--- src/arp_pkg.sv ---
/*
 * constants, field layouts and state types for the converter result
 * readout port.
 * assumes a single 125 mhz system clock and an apb register bus.
 */
package arp_pkg;

   // ========================================================
   // register map (byte addresses)
   // ========================================================
   localparam logic [11:0] ADDR_CFG    = 12'h000; // configuration, rw
   localparam logic [11:0] ADDR_STATUS = 12'h004; // live status, ro
   localparam logic [11:0] ADDR_RESULT = 12'h008; // last result, ro

   // ========================================================
   // timing
   // ========================================================
   localparam int          CLK_MHZ      = 125;  // system clock rate
   localparam int          CONV_TIME_NS = 1250; // conversion phase length
   localparam logic [15:0] CONV_CYCLES  =
      16'((CONV_TIME_NS * CLK_MHZ + 999) / 1000);
   localparam logic [7:0]  MCLK_BASE    = 8'h04; // half period per step

   // ========================================================
   // widths, positions and encodings
   // ========================================================
   localparam logic [4:0]  RES_BITS  = 5'h12;   // 18 result bits
   localparam logic [4:0]  LAST_BIT  = 5'h11;   // index of final bit
   localparam logic [1:0]  WID_18    = 2'h0;    // 18-bit parallel
   localparam logic [1:0]  WID_16    = 2'h1;    // 16-bit parallel
   localparam logic [1:0]  WID_8     = 2'h2;    // 8-bit parallel
   localparam logic [1:0]  WID_SER   = 2'h3;    // serial on the bus pins
   localparam logic [8:0]  CFG_RESET = 9'h000;  // config after reset

   // configuration register, bit 0 upward from the bottom field
   typedef struct packed {
      logic       chain_en;            // daisy chain enable
      logic       frame_inv;           // invert frame_valid
      logic       sclk_inv;            // invert generated clock
      logic [1:0] master_clk_divider;  // generated clock slow-down
      logic       clock_source_sel;    // 0 internal, 1 external
      logic       output_format_sel;   // 1 straight binary, except on the 18-bit parallel bus
      logic       width_sel_1;         // bus width select, high bit
      logic       width_sel_0;         // bus width select, low bit
   } arp_cfg_t;

   // complete state of the readout block
   typedef struct packed {
      logic [1:0]  cs_s;       // chip select n synchroniser
      logic [1:0]  rd_s;       // read strobe n synchroniser
      logic [1:0]  cnv_s;      // convert start n synchroniser
      logic [1:0]  sck_s;      // external serial clock synchroniser
      logic [1:0]  chn_s;      // readmode / chain input synchroniser
      logic        cnv_prev;   // previous synced convert start
      logic        sck_prev;   // previous synced serial clock
      logic        rd_prev;    // previous synced read strobe
      arp_cfg_t    cfg;        // software configuration
      logic        conv_busy;  // conversion phase running
      logic [15:0] conv_cnt;   // cycles left in conversion
      logic [17:0] result;     // last completed result
      logic [17:0] sr;         // serial shift register
      logic [4:0]  bit_cnt;    // bits shifted out so far
      logic        xfer;       // master transfer in progress
      logic        rdc_read;   // slave read began during conversion
      logic        chain_bit;  // chain input captured on rising edge
      logic [7:0]  mdiv_cnt;   // generated clock divider
      logic        sclk_int;   // generated clock level
      logic [1:0]  word_ptr;   // parallel word / byte pointer
      logic [17:0] data_o;     // parallel bus output
      logic        data_oe_n;  // bus / serial data enable, low drives
      logic        ser_o;      // serial data output
      logic        sclk_o;     // generated clock output
      logic        frame_o;    // frame valid output
      logic        mst_oe_n;   // clock / frame enable, low drives
      logic        busy_o;     // busy flag, conversion or read-after-conversion master shift
      logic        ovr_o;      // read overrun pulse
      logic [31:0] prdata;     // apb read data
      logic        pready;     // apb ready
      logic        pslverr;    // apb error
   } arp_state_t;

endpackage : arp_pkg

--- src/arp_readout.sv ---
/*
 * result readout port of an 18-bit sampling converter: parallel bus of
 * 18, 16 or 8 bits, or a serial link on the same pins as clock master
 * or slave, with conversion sequencing and apb configuration.
 * assumes core_result is valid at the end of each conversion phase and
 * that all pins other than the apb come from outside the clock domain.
 */
`timescale 1ns/1ns

module arp_readout (
   input  wire logic        clk,
   input  wire logic        reset,
   input  wire logic        psel,
   input  wire logic        penable,
   input  wire logic        pwrite,
   input  wire logic [11:0] paddr,
   input  wire logic [31:0] pwdata,
   output logic      [31:0] prdata,
   output logic             pready,
   output logic             pslverr,
   input  wire logic [17:0] core_result,
   input  wire logic        convert_start_n,
   input  wire logic        chip_select_n,
   input  wire logic        read_strobe_n,
   input  wire logic        sclk_in,
   input  wire logic        readmode_chain_in,
   output logic      [17:0] data_out,
   output logic             data_oe_n,
   output logic             serial_out,
   output logic             sclk_out,
   output logic             frame_valid,
   output logic             master_oe_n,
   output logic             busy,
   output logic             read_overrun_flag
);

   // ========================================================
   // helpers
   // ========================================================
   // straight binary flips the sign bit of the twos complement code
   function automatic logic [17:0] fmt_res(input logic [17:0] r,
                                          input logic        sb);
      fmt_res = {r[17] ^ sb, r[16:0]};
   endfunction : fmt_res

   // word presented on the parallel bus for a width and pointer
   function automatic logic [17:0] par_word(input logic [17:0] r,
                                           input logic [1:0]  w,
                                           input logic [1:0]  p);
      case (w)
         arp_pkg::WID_16: par_word = (p == 2'h0) ? {2'h0, r[17:2]}
                                                 : {16'h0000, r[1:0]};
         arp_pkg::WID_8: begin
            case (p)
               2'h0:    par_word = {10'h000, r[17:10]};
               2'h1:    par_word = {10'h000, r[9:2]};
               default: par_word = {16'h0000, r[1:0]};
            endcase
         end
         default: par_word = r;
      endcase
   endfunction : par_word

   // generated clock half period in system cycles
   function automatic logic [7:0] half_cyc(input logic [1:0] d);
      half_cyc = ({6'h00, d} + 8'h01) * arp_pkg::MCLK_BASE;
   endfunction : half_cyc

   // ========================================================
   // state and decoded conditions
   // ========================================================
   arp_pkg::arp_state_t st_ff;     // registered state
   arp_pkg::arp_state_t nxt_st;    // next state
   logic [1:0]          width;     // width select pair
   logic                serial;    // serial link in use
   logic                master;    // serial with generated clock
   logic                slave;     // serial with external clock
   logic                rac_m;     // master, read after conversion
   logic                sel;       // select and read both low
   logic                sck_rise;  // external clock rising
   logic                sck_fall;  // external clock falling
   logic                cnv_fall;  // convert start falling
   logic                rd_rise;   // end of a parallel read
   logic                conv_end;  // last cycle of conversion

   assign width    = {st_ff.cfg.width_sel_1, st_ff.cfg.width_sel_0};
   assign serial   = (width == arp_pkg::WID_SER);
   assign master   = serial && !st_ff.cfg.clock_source_sel;
   assign slave    = serial && st_ff.cfg.clock_source_sel;
   assign rac_m    = master && !st_ff.chn_s[1];
   assign sel      = !st_ff.cs_s[1] && !st_ff.rd_s[1];
   assign sck_rise = st_ff.sck_s[1] && !st_ff.sck_prev;
   assign sck_fall = !st_ff.sck_s[1] && st_ff.sck_prev;
   assign cnv_fall = !st_ff.cnv_s[1] && st_ff.cnv_prev;
   assign rd_rise  = st_ff.rd_s[1] && !st_ff.rd_prev;
   assign conv_end = st_ff.conv_busy && (st_ff.conv_cnt == 16'h0001);

   // ========================================================
   // next state
   // ========================================================
   always_comb begin
      nxt_st = st_ff;
      // two-stage synchronisers, edge history from second stage
      nxt_st.cs_s     = {st_ff.cs_s[0], chip_select_n};
      nxt_st.rd_s     = {st_ff.rd_s[0], read_strobe_n};
      nxt_st.cnv_s    = {st_ff.cnv_s[0], convert_start_n};
      nxt_st.sck_s    = {st_ff.sck_s[0], sclk_in};
      nxt_st.chn_s    = {st_ff.chn_s[0], readmode_chain_in};
      nxt_st.cnv_prev = st_ff.cnv_s[1];
      nxt_st.sck_prev = st_ff.sck_s[1];
      nxt_st.rd_prev  = st_ff.rd_s[1];
      nxt_st.ovr_o    = 1'b0;

      // apb: one wait state, write lands on the completing edge
      nxt_st.pready  = 1'b0;
      nxt_st.pslverr = 1'b0;
      if (psel && penable && !st_ff.pready) begin
         nxt_st.pready = 1'b1;
         case (paddr)
            arp_pkg::ADDR_CFG:    nxt_st.prdata = {23'h0, st_ff.cfg};
            arp_pkg::ADDR_STATUS: nxt_st.prdata = {22'h0, st_ff.bit_cnt,
               st_ff.rdc_read, st_ff.xfer, st_ff.busy_o,
               st_ff.conv_busy, sel};
            arp_pkg::ADDR_RESULT: nxt_st.prdata = {14'h0, st_ff.result};
            default: begin
               // unmapped address answers with an error
               nxt_st.prdata  = 32'h0000_0000;
               nxt_st.pslverr = 1'b1;
            end
         endcase
      end
      if (psel && penable && st_ff.pready && pwrite &&
          paddr == arp_pkg::ADDR_CFG) begin
         nxt_st.cfg = arp_pkg::arp_cfg_t'(pwdata[8:0]);
      end

      // master: divided clock, data moves on the falling edge only
      if (!master) begin
         nxt_st.xfer     = 1'b0;
         nxt_st.sclk_int = 1'b0;
      end else if (st_ff.xfer) begin
         if (st_ff.mdiv_cnt == half_cyc(st_ff.cfg.master_clk_divider)
                              - 8'h01) begin
            nxt_st.mdiv_cnt = 8'h00;
            nxt_st.sclk_int = !st_ff.sclk_int;
            if (st_ff.sclk_int) begin
               // falling edge: bit held from here through next fall
               nxt_st.sr      = {st_ff.sr[16:0], 1'b0};
               nxt_st.bit_cnt = st_ff.bit_cnt + 5'h01;
               if (st_ff.bit_cnt == arp_pkg::LAST_BIT) begin
                  nxt_st.xfer = 1'b0;
               end
            end
         end else begin
            nxt_st.mdiv_cnt = st_ff.mdiv_cnt + 8'h01;
         end
      end

      // slave: external clock gated by select and read
      if (slave && sel) begin
         if (sck_rise) begin
            nxt_st.chain_bit = st_ff.chn_s[1];
         end
         if (sck_fall) begin
            if (st_ff.bit_cnt == 5'h00 && st_ff.conv_busy) begin
               nxt_st.rdc_read = 1'b1;
            end
            // chain data only in read after conversion
            nxt_st.sr = {st_ff.sr[16:0],
                         st_ff.cfg.chain_en && !nxt_st.rdc_read
                         && st_ff.chain_bit};
            if (st_ff.bit_cnt != arp_pkg::RES_BITS) begin
               nxt_st.bit_cnt = st_ff.bit_cnt + 5'h01;
            end
         end
      end

      // conversion sequencing; loads override shifting
      if (!st_ff.conv_busy && cnv_fall) begin
         // a start while busy is ignored
         nxt_st.conv_busy = 1'b1;
         nxt_st.conv_cnt  = arp_pkg::CONV_CYCLES;
         if (master && !rac_m) begin
            // send the previous result during this conversion
            nxt_st.sr       = fmt_res(st_ff.result,
                                      st_ff.cfg.output_format_sel);
            nxt_st.bit_cnt  = 5'h00;
            nxt_st.xfer     = 1'b1;
            nxt_st.sclk_int = 1'b0;
            nxt_st.mdiv_cnt = 8'h00;
         end
      end else if (conv_end) begin
         nxt_st.conv_busy = 1'b0;
         nxt_st.conv_cnt  = 16'h0000;
         nxt_st.result    = core_result;
         nxt_st.word_ptr  = 2'h0;
         if (slave && st_ff.rdc_read &&
             st_ff.bit_cnt != arp_pkg::RES_BITS) begin
            nxt_st.ovr_o = 1'b1;
         end
         if (slave || rac_m) begin
            // a read begun after conversion kept its bits until here
            nxt_st.sr       = fmt_res(core_result,
                                      st_ff.cfg.output_format_sel);
            nxt_st.bit_cnt  = 5'h00;
            nxt_st.rdc_read = 1'b0;
         end
         if (rac_m) begin
            nxt_st.xfer     = 1'b1;
            nxt_st.sclk_int = 1'b0;
            nxt_st.mdiv_cnt = 8'h00;
         end
      end else if (st_ff.conv_busy) begin
         nxt_st.conv_cnt = st_ff.conv_cnt - 16'h0001;
      end

      // parallel pointer steps at the end of each read strobe, unless a conversion ends in that cycle
      if (!serial && rd_rise && !st_ff.cs_s[1] && !conv_end) begin
         case (width)
            arp_pkg::WID_16: nxt_st.word_ptr = st_ff.word_ptr ^ 2'h1;
            arp_pkg::WID_8:  nxt_st.word_ptr = (st_ff.word_ptr == 2'h2)
                                ? 2'h0 : st_ff.word_ptr + 2'h1;
            default:         nxt_st.word_ptr = 2'h0;
         endcase
      end

      // pin outputs, all registered
      if (serial) begin
         nxt_st.data_o = 18'h00000;
      end else if (width == arp_pkg::WID_18) begin
         nxt_st.data_o = nxt_st.result;
      end else begin
         nxt_st.data_o = par_word(fmt_res(nxt_st.result,
                                  st_ff.cfg.output_format_sel),
                                  width, nxt_st.word_ptr);
      end
      nxt_st.data_oe_n = !sel;
      nxt_st.mst_oe_n  = !(sel && master);
      nxt_st.ser_o     = serial && nxt_st.sr[17];
      nxt_st.sclk_o    = master && (nxt_st.sclk_int ^ st_ff.cfg.sclk_inv);
      nxt_st.frame_o   = master && (nxt_st.xfer ^ st_ff.cfg.frame_inv);
      nxt_st.busy_o    = nxt_st.conv_busy || (rac_m && nxt_st.xfer);
   end

   // ========================================================
   // state register
   // ========================================================
   always_ff @(posedge clk or posedge reset) begin
      if (reset) begin
         st_ff           <= '0;
         st_ff.cs_s      <= 2'h3;
         st_ff.rd_s      <= 2'h3;
         st_ff.cnv_s     <= 2'h3;
         st_ff.cnv_prev  <= 1'b1;
         st_ff.rd_prev   <= 1'b1;
         st_ff.cfg       <= arp_pkg::CFG_RESET;
         st_ff.data_oe_n <= 1'b1;
         st_ff.mst_oe_n  <= 1'b1;
      end else begin
         st_ff <= nxt_st;
      end
   end

   assign prdata            = st_ff.prdata;
   assign pready            = st_ff.pready;
   assign pslverr           = st_ff.pslverr;
   assign data_out          = st_ff.data_o;
   assign data_oe_n         = st_ff.data_oe_n;
   assign serial_out        = st_ff.ser_o;
   assign sclk_out          = st_ff.sclk_o;
   assign frame_valid       = st_ff.frame_o;
   assign master_oe_n       = st_ff.mst_oe_n;
   assign busy              = st_ff.busy_o;
   assign read_overrun_flag = st_ff.ovr_o;
endmodule : arp_readout

--- config.mk ---
export PLATFORM = sky130hd
export DESIGN_NAME = arp_readout
export DESIGN_NICKNAME = d
export VERILOG_FILES = /design/src/arp_pkg.sv /design/src/arp_readout.sv
export SDC_FILE = /design/constraint.sdc
export NUM_CORES = 1
export LEC_CHECK = 0
export ABC_AREA = 1
export BUFFER_PORTS_ARGS = -buffer_cell sky130_fd_sc_hd__buf_2
export CAP_MARGIN = 20
export CORE_ASPECT_RATIO = 1.1
export CORE_MARGIN = 4
export CORE_UTILIZATION = 52
export CTS_CLUSTER_DIAMETER = 200
export CTS_CLUSTER_SIZE = 25
export DETAILED_ROUTE_END_ITERATION = 7
export PLACE_DENSITY = 0.78
export SLEW_MARGIN = 30
export SYNTH_ARGS = -nofsm -noshare
export SYNTH_HDL_FRONTEND = slang
export SYNTH_SLANG_ARGS = --single-unit
--- constraint.sdc ---
create_clock -name clk -period 10.95 [get_ports clk]
set_clock_uncertainty 0.15 [all_clocks]
set_input_delay 3.285 -clock clk [delete_from_list [all_inputs] [get_ports clk]]
set_output_delay 3.285 -clock clk [all_outputs]
set_load 0.05 [all_outputs]
=== After elaboration in Yosys (flattened, before gate mapping) ===
Cells that the tools add are included.
W data, S select, Z words.

* Bits in registers: 139
* Input port bits: 72
* Output and inout bits: 59
* Word-level logic and storage cells: 169

* $add $sub $neg: 6
* Equal/unequal tests: 11
* Mux-type cells: 52
* Bitwise logic cells: 6
* Reduce and logical (&&, ||, !) cells: 56

{| class="wikitable"
|+ Operators with widths
! cell !! count
|-
| $mux W24 || 6
|-
| $mux W23 || 4
|-
| $mux W18 || 3
|-
| $pmux W18 S3 || 1
|-
| $mux W16 || 3
|-
| $mux W43 || 1
|-
| $mux W9 || 4
|-
| $pmux W18 S2 || 1
|-
| $logic_and A1 B1 Y1 || 30
|-
| $logic_not A1 Y1 || 17
|-
| $mux W1 || 17
|-
| $mux W17 || 1
|-
| $eq A16 B1 Y1 const B || 1
|-
| $mux W8 || 2
|-
| $pmux W8 S2 || 1
|-
| $sub A16 B1 Y16 const B || 1
|-
| $eq A12 B3 Y1 const B || 1
|-
| $eq A12 B4 Y1 const B || 1
|-
| $logic_not A12 Y1 || 1
|-
| $mux W11 || 1
|-
| $mux W2 || 5
|-
| $add A8 B1 Y8 const B || 1
|-
| $eq A8 B8 Y1 || 1
|-
| $eq A2 B2 Y1 const B || 3
|-
| other kinds (17) || 24
|}

=== Logic depth before layout (Yosys ltp) ===
Gate-level depths: netlist (run 1).

* Word-level depth: 18
* Depth in mapped cells: 15
* Mapped depth without buffers: 15

=== Worst setup path after synthesis (run 1) ===
OpenSTA, ideal clock, no wires.

* Path type: input port to flip-flop
* Start point: input port paddr[7]
* End point: register st_ff[135] (netlist name)
* Library setup time: 0.133 ns
* Data arrival time: 4.457 ns
* Data required time: 10.667 ns
* Slack: 6.210 ns
* Cell stages on the path: 9
* Path buffers: 1
* Path through: nor2_1 > nand2_1 > nor2_1 > nand2_1 > nor3_1 > nand4_2 > clkbuf_1 > nor2_1 > a21oi_1

* Cells in the longest elaborated chain, start to end: 2

{| class="wikitable"
|+ RTL lines
! element !! line !! source
|-
| from (decl) || arp_readout.sv:16 || <nowiki>input wire logic [11:0] paddr,</nowiki>
|-
| $logic_not A12 Y1 || arp_readout.sv:133 || <nowiki>paddr == arp_pkg::ADDR_CFG) begin</nowiki>
|-
| $logic_and A1 B1 Y1 || arp_readout.sv:132 || <nowiki>if (psel && penable && st_ff.pready && pwrite &&</nowiki>
|-
| to (signal assigned) || arp_readout.sv:260 || <nowiki>st_ff <= nxt_st;</nowiki>
|-
| to (decl) || arp_readout.sv:72 || <nowiki>arp_pkg::arp_state_t st_ff;</nowiki>
|}

Every way passes these cells.
A chain may end at the register's enable or synchronous reset.

=== Final worst setup path (run 1) ===
* Start point: input port paddr[1]
* End point: register st_ff (netlist bit prdata[6])

* Cells in the longest elaborated chain, start to end: 2
* Elaborated cells between the ends (all ways): 4
* Classes of those cells: eq/ne (2); mux (1); reduce/logical (1)

{| class="wikitable"
|+ RTL lines
! element !! line !! source
|-
| $eq A12 B4 Y1, or another cell as far along || arp_readout.sv:119 || <nowiki>case (paddr)</nowiki>
|-
| $pmux W18 S3 (*) || arp_readout.sv:119 ||
|}

Mark *: on every way between the ends. The rest lies on a longest branch, timed or not.

==> results of run 1 <==
[layout make-up]
cell class	count	area share, %
flip-flops and latches	139	41.93
multi-input cells	584	35.80
clock inverters	10	1.668
inverters	134	6.102
clock buffers	22	5.816
repair buffers	96	5.861
well taps	188	2.825
[Yosys cell counts (all sizes together), types with 9 or more instances]
master / number
xor2: 13
inv: 131
ha: 14
nor2: 120
a21oi: 26
nor3: 9
buf: 63
clkbuf: 9
nand4: 19
dfrtp: 129
nand2: 197
a22oi: 10
o31ai: 9
o21ai: 59
nand3: 40
o211ai: 12
o22ai: 18
dfstp: 10
[flip-flops by register name (all words and copies together), names as in the netlist]
signal             count
busy                   1
nxt_st                 8
frame_valid            1
pready                 1
sclk_out               1
pslverr                1
read_overrun_flag      1
data_out              18
master_oe_n            1
prdata                18
data_oe_n              1
st_ff                 86
serial_out             1
[worst min path at each step]
stage                                startpoint                     to  slack [ns]  cells past startpoint
after floorplan           nxt_st[146]$_DFF_PP0_  nxt_st[141]$_DFF_PP0_        0.18                      0
after global placement    nxt_st[144]$_DFF_PP0_   st_ff[144]$_DFF_PP0_        0.19                      0
after detailed placement  nxt_st[144]$_DFF_PP0_   st_ff[144]$_DFF_PP0_        0.19                      0
after CTS                 nxt_st[144]$_DFF_PP0_   st_ff[144]$_DFF_PP0_        0.20                      0
after global routing      nxt_st[152]$_DFF_PP1_   st_ff[152]$_DFF_PP1_        0.21                      0
final                     nxt_st[144]$_DFF_PP0_   st_ff[144]$_DFF_PP0_        0.20                      0
[power groups by stage]
stage          clock network, mW  logic [mW]  registers (mW)
2_1_floorplan                  0       0.319           0.687
3_3_place_gp                   0       0.406           0.694
3_5_place_dp                   0       0.418           0.698
4_1_cts                    0.606       0.421           0.691
5_1_grt                    0.629       0.478           0.703
6_report                   0.599       0.423           0.694
[per-stage QoR]
step	total power [mW]	cells	utilization (%)	hold slack (ns)	worst slack, ns
2_1_floorplan	1.007	929	-	0.1812	3.807
3_3_place_gp	1.100	1141	55.38	0.1858	5.680
3_5_place_dp	1.117	1141	55.38	0.1863	5.620
4_1_cts	1.718	1173	59.87	0.1988	6.050
5_1_grt	1.811	1173	59.87	0.2122	5.762
6_report	1.716	1173	59.87	0.1982	6.014
[kinds of logic (layout without fill, tap and decap cells)]
group	Yosys count	after routing	synth area share [%]
flops	139	139	47.04
other cells	1	14	0.05053
fa+ha+maj	14	14	2.361
buf+inv	206	262	13.45
simple gates	387	387	22.37
compound gates	149	149	12.36
xor+xnor	20	20	2.361
[per-layer routing]
metal / routed length, um / global-route usage, %
met1: 7535 / 28.77
met2: 8854 / 38.08
met3: 1122 / 4.671
met4: 534 / 9.776
met5: 0 / 0
==> impl_metrics.xml, run 1 <==
<?xml version="1.0" encoding="UTF-8"?>
<metrics>
  <group name="run_status">
    <metric name="outcome" unit="">finished clean</metric>
  </group>
  <group name="setup_path">
    <metric name="critPathLaunchType" unit="">primary input</metric>
    <metric name="path_buf_inv" unit="">1</metric>
    <metric name="cp_slowest_stage_delay" unit="ns">0.52</metric>
    <metric name="worstRegToRegCells" unit="">11</metric>
    <metric name="cp.arrival" unit="ns">5.15</metric>
    <metric name="cell_family_contributing_the_most_delay_on_the_critical_path" unit="">simple AND/OR/NAND/NOR gates</metric>
    <metric name="critical_path_peak_fanout" unit="">9</metric>
    <metric name="critical-path-top-cell-by-count" unit="">nand2_1</metric>
    <metric name="slowest_stage" unit="">nor4_1</metric>
    <metric name="cp-end-kind" unit="">flop</metric>
    <metric name="timing.critical_path.from" unit="">paddr[1]</metric>
    <metric name="worst_setup_path_endpoint" unit="">prdata[6]$_DFFE_PP0P_</metric>
    <metric name="r2r_setup_slack" unit="ns">7.30</metric>
    <metric name="critical_path_cell_count" unit="">7</metric>
    <metric name="cp_data_required_time" unit="ns">11.16</metric>
    <metric name="timing.rr.start" unit="">st_ff[130]$_DFF_PP0_</metric>
    <metric name="timing.critical_path.cells" unit="">buf_2 -&gt; or2_2 -&gt; nor4_1 -&gt; nand2_1 -&gt; o22ai_1 -&gt; o21ai_0 -&gt; nand2_1</metric>
    <metric name="reg2reg_to" unit="">serial_out$_DFF_PP0_</metric>
    <metric name="timing_worst_setup_path_type" unit="">primary input to flop</metric>
  </group>
  <group name="synth">
    <metric name="synth-main-ff-cell" unit="">dfrtp_1</metric>
    <metric name="post_synth_num_cell_types" unit="">41</metric>
    <metric name="yosysWarnings" unit="">0</metric>
    <metric name="ys_top_cells_by_area" unit="">dfrtp_1, nand2_1, inv_1, nor2_1, buf_4</metric>
    <metric name="synth_cells" unit="">916</metric>
    <metric name="post-synth-top-area-fraction" unit="%">43.50</metric>
    <metric name="synth_area" unit="mm^2">0.007421</metric>
    <metric name="synth_area_per_cell" unit="um^2">8.101</metric>
    <metric name="netlist.top_cell.by_area" unit="">dfrtp_1</metric>
    <metric name="synth_edf_count" unit="">0</metric>
    <metric name="postSynthRegisterBits" unit="">139</metric>
    <metric name="asyncSetResetFlopFracSynth" unit="%">100.0</metric>
    <metric name="yosysSeqAreaShare" unit="%">47.04</metric>
  </group>
  <group name="route">
    <metric name="route.detailed.wl_per_inst" unit="um">15.38</metric>
    <metric name="finalWirelength" unit="um">18050</metric>
    <metric name="route.vias.total" unit="">6079</metric>
    <metric name="firstDrtPassIters" unit="">8</metric>
    <metric name="number_of_vias_per_cell" unit="">5.182</metric>
    <metric name="drtAntennaViolNets" unit="">0</metric>
    <metric name="drt-initial-drc-count" unit="">614</metric>
    <metric name="drcViolationCount" unit="">0</metric>
  </group>
  <group name="layout">
    <metric name="design.final.nets" unit="">1058</metric>
    <metric name="fill_cells" unit="">1250</metric>
    <metric name="commonest_cells_after_routing_fill_and_taps_aside" unit="">nand2_1, inv_1, dfrtp_1</metric>
    <metric name="multi_input_area" unit="mm^2">0.002980</metric>
    <metric name="ff_latch_area" unit="mm^2">0.003491</metric>
    <metric name="insertedDiodeCount" unit="">0</metric>
    <metric name="area_delta_synth_final" unit="%">12.19</metric>
    <metric name="stdcell_area" unit="mm^2">0.008325</metric>
    <metric name="drive_gt1_share" unit="%">16.45</metric>
    <metric name="final_common_cell" unit="">nand2_1</metric>
  </group>
  <group name="global_routing">
    <metric name="antenna_found_initial" unit="">0</metric>
    <metric name="grt_pass1_vias" unit="">5962</metric>
    <metric name="grt_start_max_net_pins" unit="">85</metric>
    <metric name="groute.usage.overall" unit="%">22.84</metric>
    <metric name="grt_overflow" unit="">0</metric>
    <metric name="first_pass_grt_wire_length" unit="um">29000</metric>
  </group>
  <group name="clock_tree">
    <metric name="clock_tree.buffer_depth" unit="">2</metric>
    <metric name="clock_tree_from_tritoncts" unit="">yes</metric>
    <metric name="clock_sinks" unit="">139</metric>
    <metric name="maximum_level_of_the_cts_h_tree" unit="">4</metric>
    <metric name="number_of_hold_buffers_added_after_cts" unit="">0</metric>
    <metric name="worstSkewPairLatency" unit="ns">0.43</metric>
    <metric name="cts.clk_slew.worst_paths" unit="ns">0.06</metric>
    <metric name="numCtsBuffers" unit="">17</metric>
    <metric name="clk_root_buffer_cell" unit="">clkbuf_16</metric>
    <metric name="cts.repair.resized" unit="">0</metric>
    <metric name="cts_post_setup_buffers_inserted" unit="">0</metric>
  </group>
  <group name="hold_path">
    <metric name="hp-class" unit="">flop to flop</metric>
  </group>
  <group name="die">
    <metric name="total_die_area" unit="mm^2">0.01625</metric>
    <metric name="design.core.area" unit="mm^2">0.01391</metric>
    <metric name="start_util" unit="%">53.36</metric>
    <metric name="core.rowCount" unit="">45</metric>
    <metric name="die_h" unit="um">133.3</metric>
    <metric name="boundaryPins" unit="">131</metric>
    <metric name="die_w" unit="um">121.9</metric>
  </group>
  <group name="sta">
    <metric name="tns" unit="ns">0</metric>
    <metric name="fmaxAchievable" unit="MHz">202.6</metric>
    <metric name="final.period_utilization" unit="%">45.07</metric>
    <metric name="finalSetupViolCount" unit="">0</metric>
    <metric name="timing_hold_violations_final" unit="">0</metric>
    <metric name="max_slew_margin" unit="%">37.88</metric>
    <metric name="rsz0062_at_grt" unit="">false</metric>
    <metric name="tightest_slew" unit="ns">0.9296</metric>
    <metric name="drv_slew" unit="">0</metric>
    <metric name="timing.final.crit_period" unit="ns">4.936</metric>
  </group>
  <group name="power">
    <metric name="cell_internal_pwr" unit="mW">1.130</metric>
    <metric name="power_density" unit="mW/mm^2">206.1</metric>
    <metric name="sw_frac_of_total" unit="%">34.14</metric>
    <metric name="total_leakage_power" unit="nW">4.457</metric>
    <metric name="worst_ir_drop_vdd" unit="mV">0.1220</metric>
    <metric name="power.clock.fraction" unit="%">34.9</metric>
    <metric name="p_sw" unit="mW">0.5859</metric>
    <metric name="seq_power_share" unit="%">40.5</metric>
    <metric name="combPwrFrac" unit="%">24.6</metric>
  </group>
  <group name="placed_design">
    <metric name="placed_cell_area" unit="mm^2">0.007702</metric>
    <metric name="gp_routability_congestion" unit="">0.9117</metric>
    <metric name="detailedPlacementHpwl" unit="um">12930</metric>
    <metric name="placement.io_buffers" unit="">93</metric>
  </group>
  <group name="job">
    <metric name="maxCapViolations" unit="">0</metric>
  </group>
</metrics>
Power figures use the tool's default switching activity.
==> inputs of run 2 (changes only) <==
Clock period 10.95 ns to 4.7 ns, I/O delays scaled along.
==> run 2 against run 1 <==
  * Wire length shrank 0.64%
  * Sequential power rose by 130%
  * Critical path type is now flop to flop
  * Utilization grew 0.14 points
  * Register-to-register slack worse by 6.0 ns
  * Worst hold slack worse by 0.0019 ns
  * Via count increased by 1.9%
==> impl_metrics.xml, run 2 (same netlist as run 1, synthesis figures left out) <==
<?xml version="1.0" encoding="UTF-8"?>
<metrics>
  <group name="power">
    <metric name="worst_ir_drop_vdd" unit="mV">0.2867</metric>
    <metric name="power_density" unit="mW/mm^2">481.4</metric>
    <metric name="total_leakage_power" unit="nW">4.469</metric>
  </group>
  <group name="clock_tree">
    <metric name="cts.clk_slew.worst_paths" unit="ns">0.06</metric>
    <metric name="numCtsBuffers" unit="">17</metric>
    <metric name="clk_root_buffer_cell" unit="">clkbuf_16</metric>
    <metric name="clock_sinks" unit="">139</metric>
    <metric name="cts.repair.resized" unit="">0</metric>
    <metric name="number_of_hold_buffers_added_after_cts" unit="">0</metric>
    <metric name="clock_tree_from_tritoncts" unit="">yes</metric>
    <metric name="clock_tree.buffer_depth" unit="">2</metric>
    <metric name="cts_post_setup_buffers_inserted" unit="">0</metric>
    <metric name="worstSkewPairLatency" unit="ns">0.43</metric>
    <metric name="maximum_level_of_the_cts_h_tree" unit="">4</metric>
  </group>
  <group name="layout">
    <metric name="design.final.nets" unit="">1060</metric>
    <metric name="largest_register_ffs" unit="">86</metric>
    <metric name="commonest_cells_after_routing_fill_and_taps_aside" unit="">nand2_1, inv_1, dfrtp_1</metric>
    <metric name="insertedDiodeCount" unit="">0</metric>
    <metric name="finalCoreUtilization" unit="%">60.01</metric>
    <metric name="area_delta_synth_final" unit="%">12.46</metric>
    <metric name="fill_cells" unit="">1260</metric>
    <metric name="drive_gt1_share" unit="%">16.82</metric>
    <metric name="final_common_cell" unit="">nand2_1</metric>
    <metric name="registers.top_by_ff_count" unit="">st_ff</metric>
    <metric name="stdcell_area" unit="mm^2">0.008346</metric>
  </group>
  <group name="job">
    <metric name="maxCapViolations" unit="">0</metric>
  </group>
  <group name="route">
    <metric name="route.vias.total" unit="">6195</metric>
    <metric name="route.detailed.wl_per_inst" unit="um">15.26</metric>
    <metric name="number_of_vias_per_cell" unit="">5.272</metric>
    <metric name="drcViolationCount" unit="">0</metric>
    <metric name="firstDrtPassIters" unit="">7</metric>
    <metric name="drt-initial-drc-count" unit="">483</metric>
    <metric name="finalWirelength" unit="um">17930</metric>
    <metric name="drtAntennaViolNets" unit="">0</metric>
  </group>
  <group name="setup_path">
    <metric name="timing.critical_path.cells" unit="">inv_1 -&gt; nand3_1 -&gt; inv_1 -&gt; nand2_2 -&gt; inv_1 -&gt; nor2_1 -&gt; inv_1 -&gt; nor2_1 -&gt; nand2_1 -&gt; a21oi_1</metric>
    <metric name="critical-path-top-cell-by-count" unit="">inv_1</metric>
    <metric name="path_buf_inv" unit="">4</metric>
    <metric name="r2r_setup_slack" unit="ns">1.34</metric>
    <metric name="cp-end-kind" unit="">flop</metric>
    <metric name="cp_slowest_stage_delay" unit="ns">0.76</metric>
    <metric name="cell_family_contributing_the_most_delay_on_the_critical_path" unit="">simple AND/OR/NAND/NOR gates</metric>
    <metric name="timing_worst_setup_path_type" unit="">flop to flop</metric>
    <metric name="critPathLaunchType" unit="">flop</metric>
    <metric name="slowest_stage" unit="">dfrtp_1</metric>
    <metric name="cp.arrival" unit="ns">3.53</metric>
    <metric name="critical_path_peak_fanout" unit="">16</metric>
    <metric name="cp_data_required_time" unit="ns">4.88</metric>
  </group>
  <group name="sta">
    <metric name="final.period_utilization" unit="%">71.46</metric>
    <metric name="rsz0062_at_grt" unit="">false</metric>
    <metric name="max_slew_margin" unit="%">47.09</metric>
    <metric name="timing.final.crit_period" unit="ns">3.359</metric>
    <metric name="timing_hold_violations_final" unit="">0</metric>
    <metric name="drv_slew" unit="">0</metric>
    <metric name="tightest_slew" unit="ns">0.7888</metric>
    <metric name="fin_hold_ws" unit="ns">0.1963</metric>
    <metric name="fmaxAchievable" unit="MHz">297.7</metric>
    <metric name="tns" unit="ns">0</metric>
    <metric name="finalSetupViolCount" unit="">0</metric>
  </group>
  <group name="die">
    <metric name="die_w" unit="um">121.9</metric>
    <metric name="core.rowCount" unit="">45</metric>
    <metric name="total_die_area" unit="mm^2">0.01625</metric>
    <metric name="boundaryPins" unit="">131</metric>
    <metric name="start_util" unit="%">53.36</metric>
    <metric name="die_h" unit="um">133.3</metric>
    <metric name="design.core.area" unit="mm^2">0.01391</metric>
  </group>
  <group name="global_routing">
    <metric name="grt_pass1_vias" unit="">5834</metric>
    <metric name="grt_start_max_net_pins" unit="">85</metric>
    <metric name="grt_overflow" unit="">0</metric>
    <metric name="first_pass_grt_wire_length" unit="um">28870</metric>
    <metric name="groute.usage.overall" unit="%">22.69</metric>
    <metric name="antenna_found_initial" unit="">0</metric>
  </group>
  <group name="hold_path">
    <metric name="hp-class" unit="">flop to flop</metric>
  </group>
  <group name="placed_design">
    <metric name="placement.io_buffers" unit="">93</metric>
    <metric name="placed_cell_area" unit="mm^2">0.007720</metric>
    <metric name="detailedPlacementHpwl" unit="um">12690</metric>
    <metric name="gp_routability_congestion" unit="">0.9214</metric>
  </group>
  <group name="run_status">
    <metric name="outcome" unit="">finished clean</metric>
  </group>
</metrics>
-- run 2: final cells by class --
type	instances	area (um^2)	share of cell area [%]
inverter	134	506.7	6.072
tap	188	235.2	2.819
multi-input combinational	584	2983	35.74
clock buffer	17	425.4	5.097
timing repair buffer	98	506.7	6.072
sequential	139	3491	41.83
clock inverter	15	197.7	2.369
-- run 2: stage by stage --
step | total power, mW | worst slack [ns] | instances
finish | 4.018 | 1.341 | 1175
global route | 4.247 | 1.032 | 1175
CTS | 4.016 | 1.372 | 1175
detailed placement | 2.593 | 1.251 | 1143
global placement | 2.565 | 1.308 | 1143
floorplan | 2.345 | 1.413 | 929
-- run 2: path summary, 6_finish.rpt --
path / depth (start not counted) / start / endpoint
setup reg to reg: 10 / st_ff[130]$_DFF_PP0_ / serial_out$_DFF_PP0_
min in group asynchronous: 3 / reset / st_ff[72]$_DFF_PP0_
max in group asynchronous: 3 / reset / st_ff[102]$_DFF_PP0_
setup / recovery: 10 / st_ff[130]$_DFF_PP0_ / serial_out$_DFF_PP0_
hold / removal: 0 / nxt_st[146]$_DFF_PP0_ / nxt_st[141]$_DFF_PP0_
hold reg to reg: 0 / nxt_st[146]$_DFF_PP0_ / nxt_st[141]$_DFF_PP0_
-- run 2: layer usage --
metal	vias up	global-route usage, %	routed length (um)
met5	-	0	0
met4	0	7.223	301
met3	25	5.180	1116
met2	211	37.13	8850
met1	2973	29.97	7662
li1	2986	-	-
-- run 2: power by group --
part	internal [mW]	switching, mW	total, mW
sequential	1.43	0.184	1.61
combinational	0.313	0.674	0.987
clock	0.888	0.529	1.42
-- run 2: worst register-to-register path, delay by kind of cell (launching register included) --
kind | cells | cell delay (ns)
flip-flops | 1 | 0.76
AO/OA/AOI/OAI | 1 | 0.20
AND/OR/NAND/NOR | 5 | 1.25
buffers and inverters | 4 | 0.90
==> inputs of run 3 (changes only) <==
Settings changed: ABC_AREA 1 to 0.
Clock period 4.7 ns to 3.2 ns, I/O delays scaled along.
==> run 3 against run 2 <==
  * Sequential power grew 60%
  * Non-clock buffer count grew 15
  * Fmax grew 17%
  * Cell area is 3.2% lower
  * Worst hold slack improved by 0.0060 ns
  * Combinational power up 39%
  * Total power rose by 47%
  * Sequential share of layout area increased by 1.4 points
  * Clock-buffer cell count is 8 higher
  * Critical path type unchanged
  * Largest power group unchanged
==> impl_metrics.xml, run 3 <==
<?xml version="1.0" encoding="UTF-8"?>
<metrics>
  <group name="sta">
    <metric name="timing.final.crit_period" unit="ns">2.867</metric>
    <metric name="drv_slew" unit="">0</metric>
    <metric name="timing_hold_violations_final" unit="">0</metric>
    <metric name="fmaxAchievable" unit="MHz">348.8</metric>
    <metric name="max_slew_margin" unit="%">51.19</metric>
    <metric name="finalSetupViolCount" unit="">0</metric>
    <metric name="final_critical_path_setup_slack" unit="ns">0.3332</metric>
    <metric name="rsz0062_at_grt" unit="">false</metric>
    <metric name="final.period_utilization" unit="%">89.59</metric>
    <metric name="tns" unit="ns">0</metric>
    <metric name="tightest_slew" unit="ns">0.7295</metric>
  </group>
  <group name="power">
    <metric name="worst_ir_drop_vdd" unit="mV">0.4328</metric>
    <metric name="total_leakage_power" unit="nW">3.905</metric>
    <metric name="power_density" unit="mW/mm^2">733.1</metric>
  </group>
  <group name="setup_path">
    <metric name="timing_worst_setup_path_type" unit="">flop to flop</metric>
    <metric name="reg2reg_to" unit="">data_out[7]$_DFF_PP0_</metric>
    <metric name="r2r_setup_slack" unit="ns">0.33</metric>
    <metric name="timing.rr.start" unit="">st_ff[131]$_DFFE_PP0P_</metric>
    <metric name="critPathLaunchType" unit="">flop</metric>
    <metric name="worstRegToRegCells" unit="">7</metric>
    <metric name="critical_path_peak_fanout" unit="">11</metric>
    <metric name="cp.arrival" unit="ns">3.00</metric>
    <metric name="timing.critical_path.from" unit="">st_ff[131]$_DFFE_PP0P_</metric>
    <metric name="cp_slowest_stage_delay" unit="ns">0.52</metric>
    <metric name="cp_data_required_time" unit="ns">3.33</metric>
    <metric name="slowest_stage" unit="">nor4b_4</metric>
    <metric name="timing.critical_path.cells" unit="">ha_1 -&gt; nor4b_4 -&gt; nor3_2 -&gt; a211oi_4 -&gt; a21bo_1 -&gt; a21boi_4 -&gt; o221ai_2</metric>
    <metric name="cp-end-kind" unit="">flop</metric>
  </group>
  <group name="synth">
    <metric name="asyncSetResetFlopFracSynth" unit="%">100.0</metric>
    <metric name="synth_edf_count" unit="">0</metric>
    <metric name="yosys-top-cells-count" unit="">dfrtp_1, nand2_1, nor2_1</metric>
    <metric name="post-synth-top-count-cell" unit="">dfrtp_1</metric>
    <metric name="synth_area" unit="mm^2">0.007049</metric>
    <metric name="synth-main-ff-cell" unit="">dfrtp_1</metric>
    <metric name="synth_cells" unit="">710</metric>
    <metric name="post-synth-top-area-fraction" unit="%">45.79</metric>
    <metric name="synth_area_per_cell" unit="um^2">9.929</metric>
    <metric name="netlist.top_cell.by_area" unit="">dfrtp_1</metric>
    <metric name="postSynthRegisterBits" unit="">139</metric>
    <metric name="ys_top_cells_by_area" unit="">dfrtp_1, buf_4, nand2_1, a22oi_1, mux2i_1</metric>
    <metric name="post_synth_num_cell_types" unit="">67</metric>
    <metric name="yosysSeqAreaShare" unit="%">49.52</metric>
    <metric name="yosysWarnings" unit="">0</metric>
  </group>
  <group name="layout">
    <metric name="finalCoreUtilization" unit="%">60.89</metric>
    <metric name="commonest_cells_after_routing_fill_and_taps_aside" unit="">dfrtp_1, nand2_1, buf_2</metric>
    <metric name="stdcell_area" unit="mm^2">0.008079</metric>
    <metric name="registers.top_by_ff_count" unit="">st_ff</metric>
    <metric name="largest_register_ffs" unit="">86</metric>
    <metric name="drive_gt1_share" unit="%">23.04</metric>
    <metric name="insertedDiodeCount" unit="">0</metric>
    <metric name="area_delta_synth_final" unit="%">14.61</metric>
    <metric name="design.final.nets" unit="">863</metric>
    <metric name="final_common_cell" unit="">dfrtp_1</metric>
    <metric name="fill_cells" unit="">1087</metric>
  </group>
  <group name="route">
    <metric name="drtAntennaViolNets" unit="">0</metric>
    <metric name="drcViolationCount" unit="">0</metric>
    <metric name="route.detailed.wl_per_inst" unit="um">17.25</metric>
    <metric name="route.vias.total" unit="">5533</metric>
    <metric name="firstDrtPassIters" unit="">5</metric>
    <metric name="finalWirelength" unit="um">16800</metric>
    <metric name="number_of_vias_per_cell" unit="">5.681</metric>
    <metric name="drt-initial-drc-count" unit="">344</metric>
  </group>
  <group name="run_status">
    <metric name="outcome" unit="">finished clean</metric>
  </group>
  <group name="placed_design">
    <metric name="placed_cell_area" unit="mm^2">0.007487</metric>
    <metric name="place_ws" unit="ns">0.3545</metric>
    <metric name="detailedPlacementHpwl" unit="um">11970</metric>
    <metric name="gp_routability_congestion" unit="">0.8591</metric>
    <metric name="placement.io_buffers" unit="">93</metric>
  </group>
  <group name="global_routing">
    <metric name="grt_overflow" unit="">0</metric>
    <metric name="grt_pass1_vias" unit="">5404</metric>
    <metric name="groute.usage.overall" unit="%">22.48</metric>
    <metric name="antenna_found_initial" unit="">0</metric>
    <metric name="grt_start_max_net_pins" unit="">76</metric>
    <metric name="first_pass_grt_wire_length" unit="um">27390</metric>
  </group>
  <group name="clock_tree">
    <metric name="clock_tree.buffer_depth" unit="">2</metric>
    <metric name="numCtsBuffers" unit="">17</metric>
    <metric name="clock_tree_from_tritoncts" unit="">yes</metric>
    <metric name="clk_root_buffer_cell" unit="">clkbuf_16</metric>
    <metric name="cts.clk_slew.worst_paths" unit="ns">0.05</metric>
    <metric name="clock_sinks" unit="">139</metric>
    <metric name="maximum_level_of_the_cts_h_tree" unit="">4</metric>
    <metric name="cts.repair.resized" unit="">0</metric>
    <metric name="cts_post_setup_buffers_inserted" unit="">0</metric>
    <metric name="number_of_hold_buffers_added_after_cts" unit="">0</metric>
    <metric name="worstSkewPairLatency" unit="ns">0.43</metric>
  </group>
  <group name="hold_path">
    <metric name="hold_path_sink" unit="">st_ff[144]$_DFF_PP0_</metric>
    <metric name="whs_path_depth" unit="">0</metric>
    <metric name="worst_hold_startpoint" unit="">nxt_st[144]$_DFF_PP0_</metric>
    <metric name="hp-class" unit="">flop to flop</metric>
  </group>
  <group name="die">
    <metric name="core.rowCount" unit="">44</metric>
    <metric name="start_util" unit="%">53.13</metric>
    <metric name="boundaryPins" unit="">131</metric>
    <metric name="die_h" unit="um">130.1</metric>
    <metric name="design.core.area" unit="mm^2">0.01327</metric>
    <metric name="total_die_area" unit="mm^2">0.01549</metric>
    <metric name="die_w" unit="um">119.0</metric>
  </group>
  <group name="job">
    <metric name="maxCapViolations" unit="">0</metric>
  </group>
</metrics>
## run 3: kinds of logic (layout without fill, tap and decap cells)
kind of cell / count (synthesis) / count (layout) / synth area share [%]
adder cells (fa/ha/maj): 14 / 14 / 2.485
flip-flops: 139 / 139 / 49.52
XOR/XNOR: 21 / 21 / 2.804
AND/OR/NAND/NOR: 229 / 229 / 15.65
other: 1 / 14 / 0.05320
buffers and inverters: 109 / 176 / 8.981
multiplexers: 33 / 33 / 4.792
AO/OA/AOI/OAI: 164 / 164 / 15.71
## run 3: stage by stage
| step | total power, mW | hold slack (ns) | cells |
|---|---|---|---|
| after floorplan | 3.529 | 0.1812 | 723 |
| after global placement | 3.872 | 0.1860 | 942 |
| after detailed placement | 3.945 | 0.1919 | 942 |
| after CTS | 5.935 | 0.2013 | 974 |
| after global routing | 6.250 | 0.2112 | 974 |
| final | 5.922 | 0.2023 | 974 |
## run 3: layer usage
metal | wire length, um | global-route usage [%] | part of all wire (%) | vias to the layer above
li1 | - | - | - | 2559
met1 | 6911 | 27.67 | 41 | 2740
met2 | 8427 | 38.01 | 50 | 200
met3 | 1050 | 6.025 | 6.3 | 34
met4 | 410 | 8.998 | 2.4 | 0
met5 | 0 | 0 | 0 | -
## run 3: layout make-up
class / instances / area [um^2] / area share, %
inverters: 31 / 120.1 / 1.487
multi-input cells: 475 / 2993 / 37.05
well taps: 184 / 230.2 / 2.850
clock inverters: 7 / 116.4 / 1.440
repair buffers: 113 / 653.1 / 8.084
flip-flops and latches: 139 / 3491 / 43.21
clock buffers: 25 / 475.5 / 5.885
## run 3: worst max path at each step
stage                                  endpoint  slack (ns)  cells after the start
after global routing        st_ff[78]$_DFF_PP0_        0.14                      9
final                     data_out[7]$_DFF_PP0_        0.33                      7
after global placement    data_out[7]$_DFF_PP0_        0.40                      7
after CTS                 data_out[7]$_DFF_PP0_        0.35                      7
after detailed placement  data_out[7]$_DFF_PP0_        0.35                      7
after floorplan                  busy$_DFF_PP0_        0.36                      1
## run 3: worst max-delay path: cells and delay by family, from the launching register on
family	cells	cell delay [ns]
compound gates	4	1.14
simple gates	2	0.62
flops	1	0.41
fa+ha+maj	1	0.40
## run 3: where the power goes
group | internal [mW] | leakage, nW | total [mW] | switching (mW)
Combinational | 0.530 | 1.91 | 1.37 | 0.840
Clock | 1.26 | 0.285 | 1.97 | 0.709
Sequential | 2.16 | 1.71 | 2.58 | 0.417
Total | 3.96 | 3.90 | 5.92 | 1.97
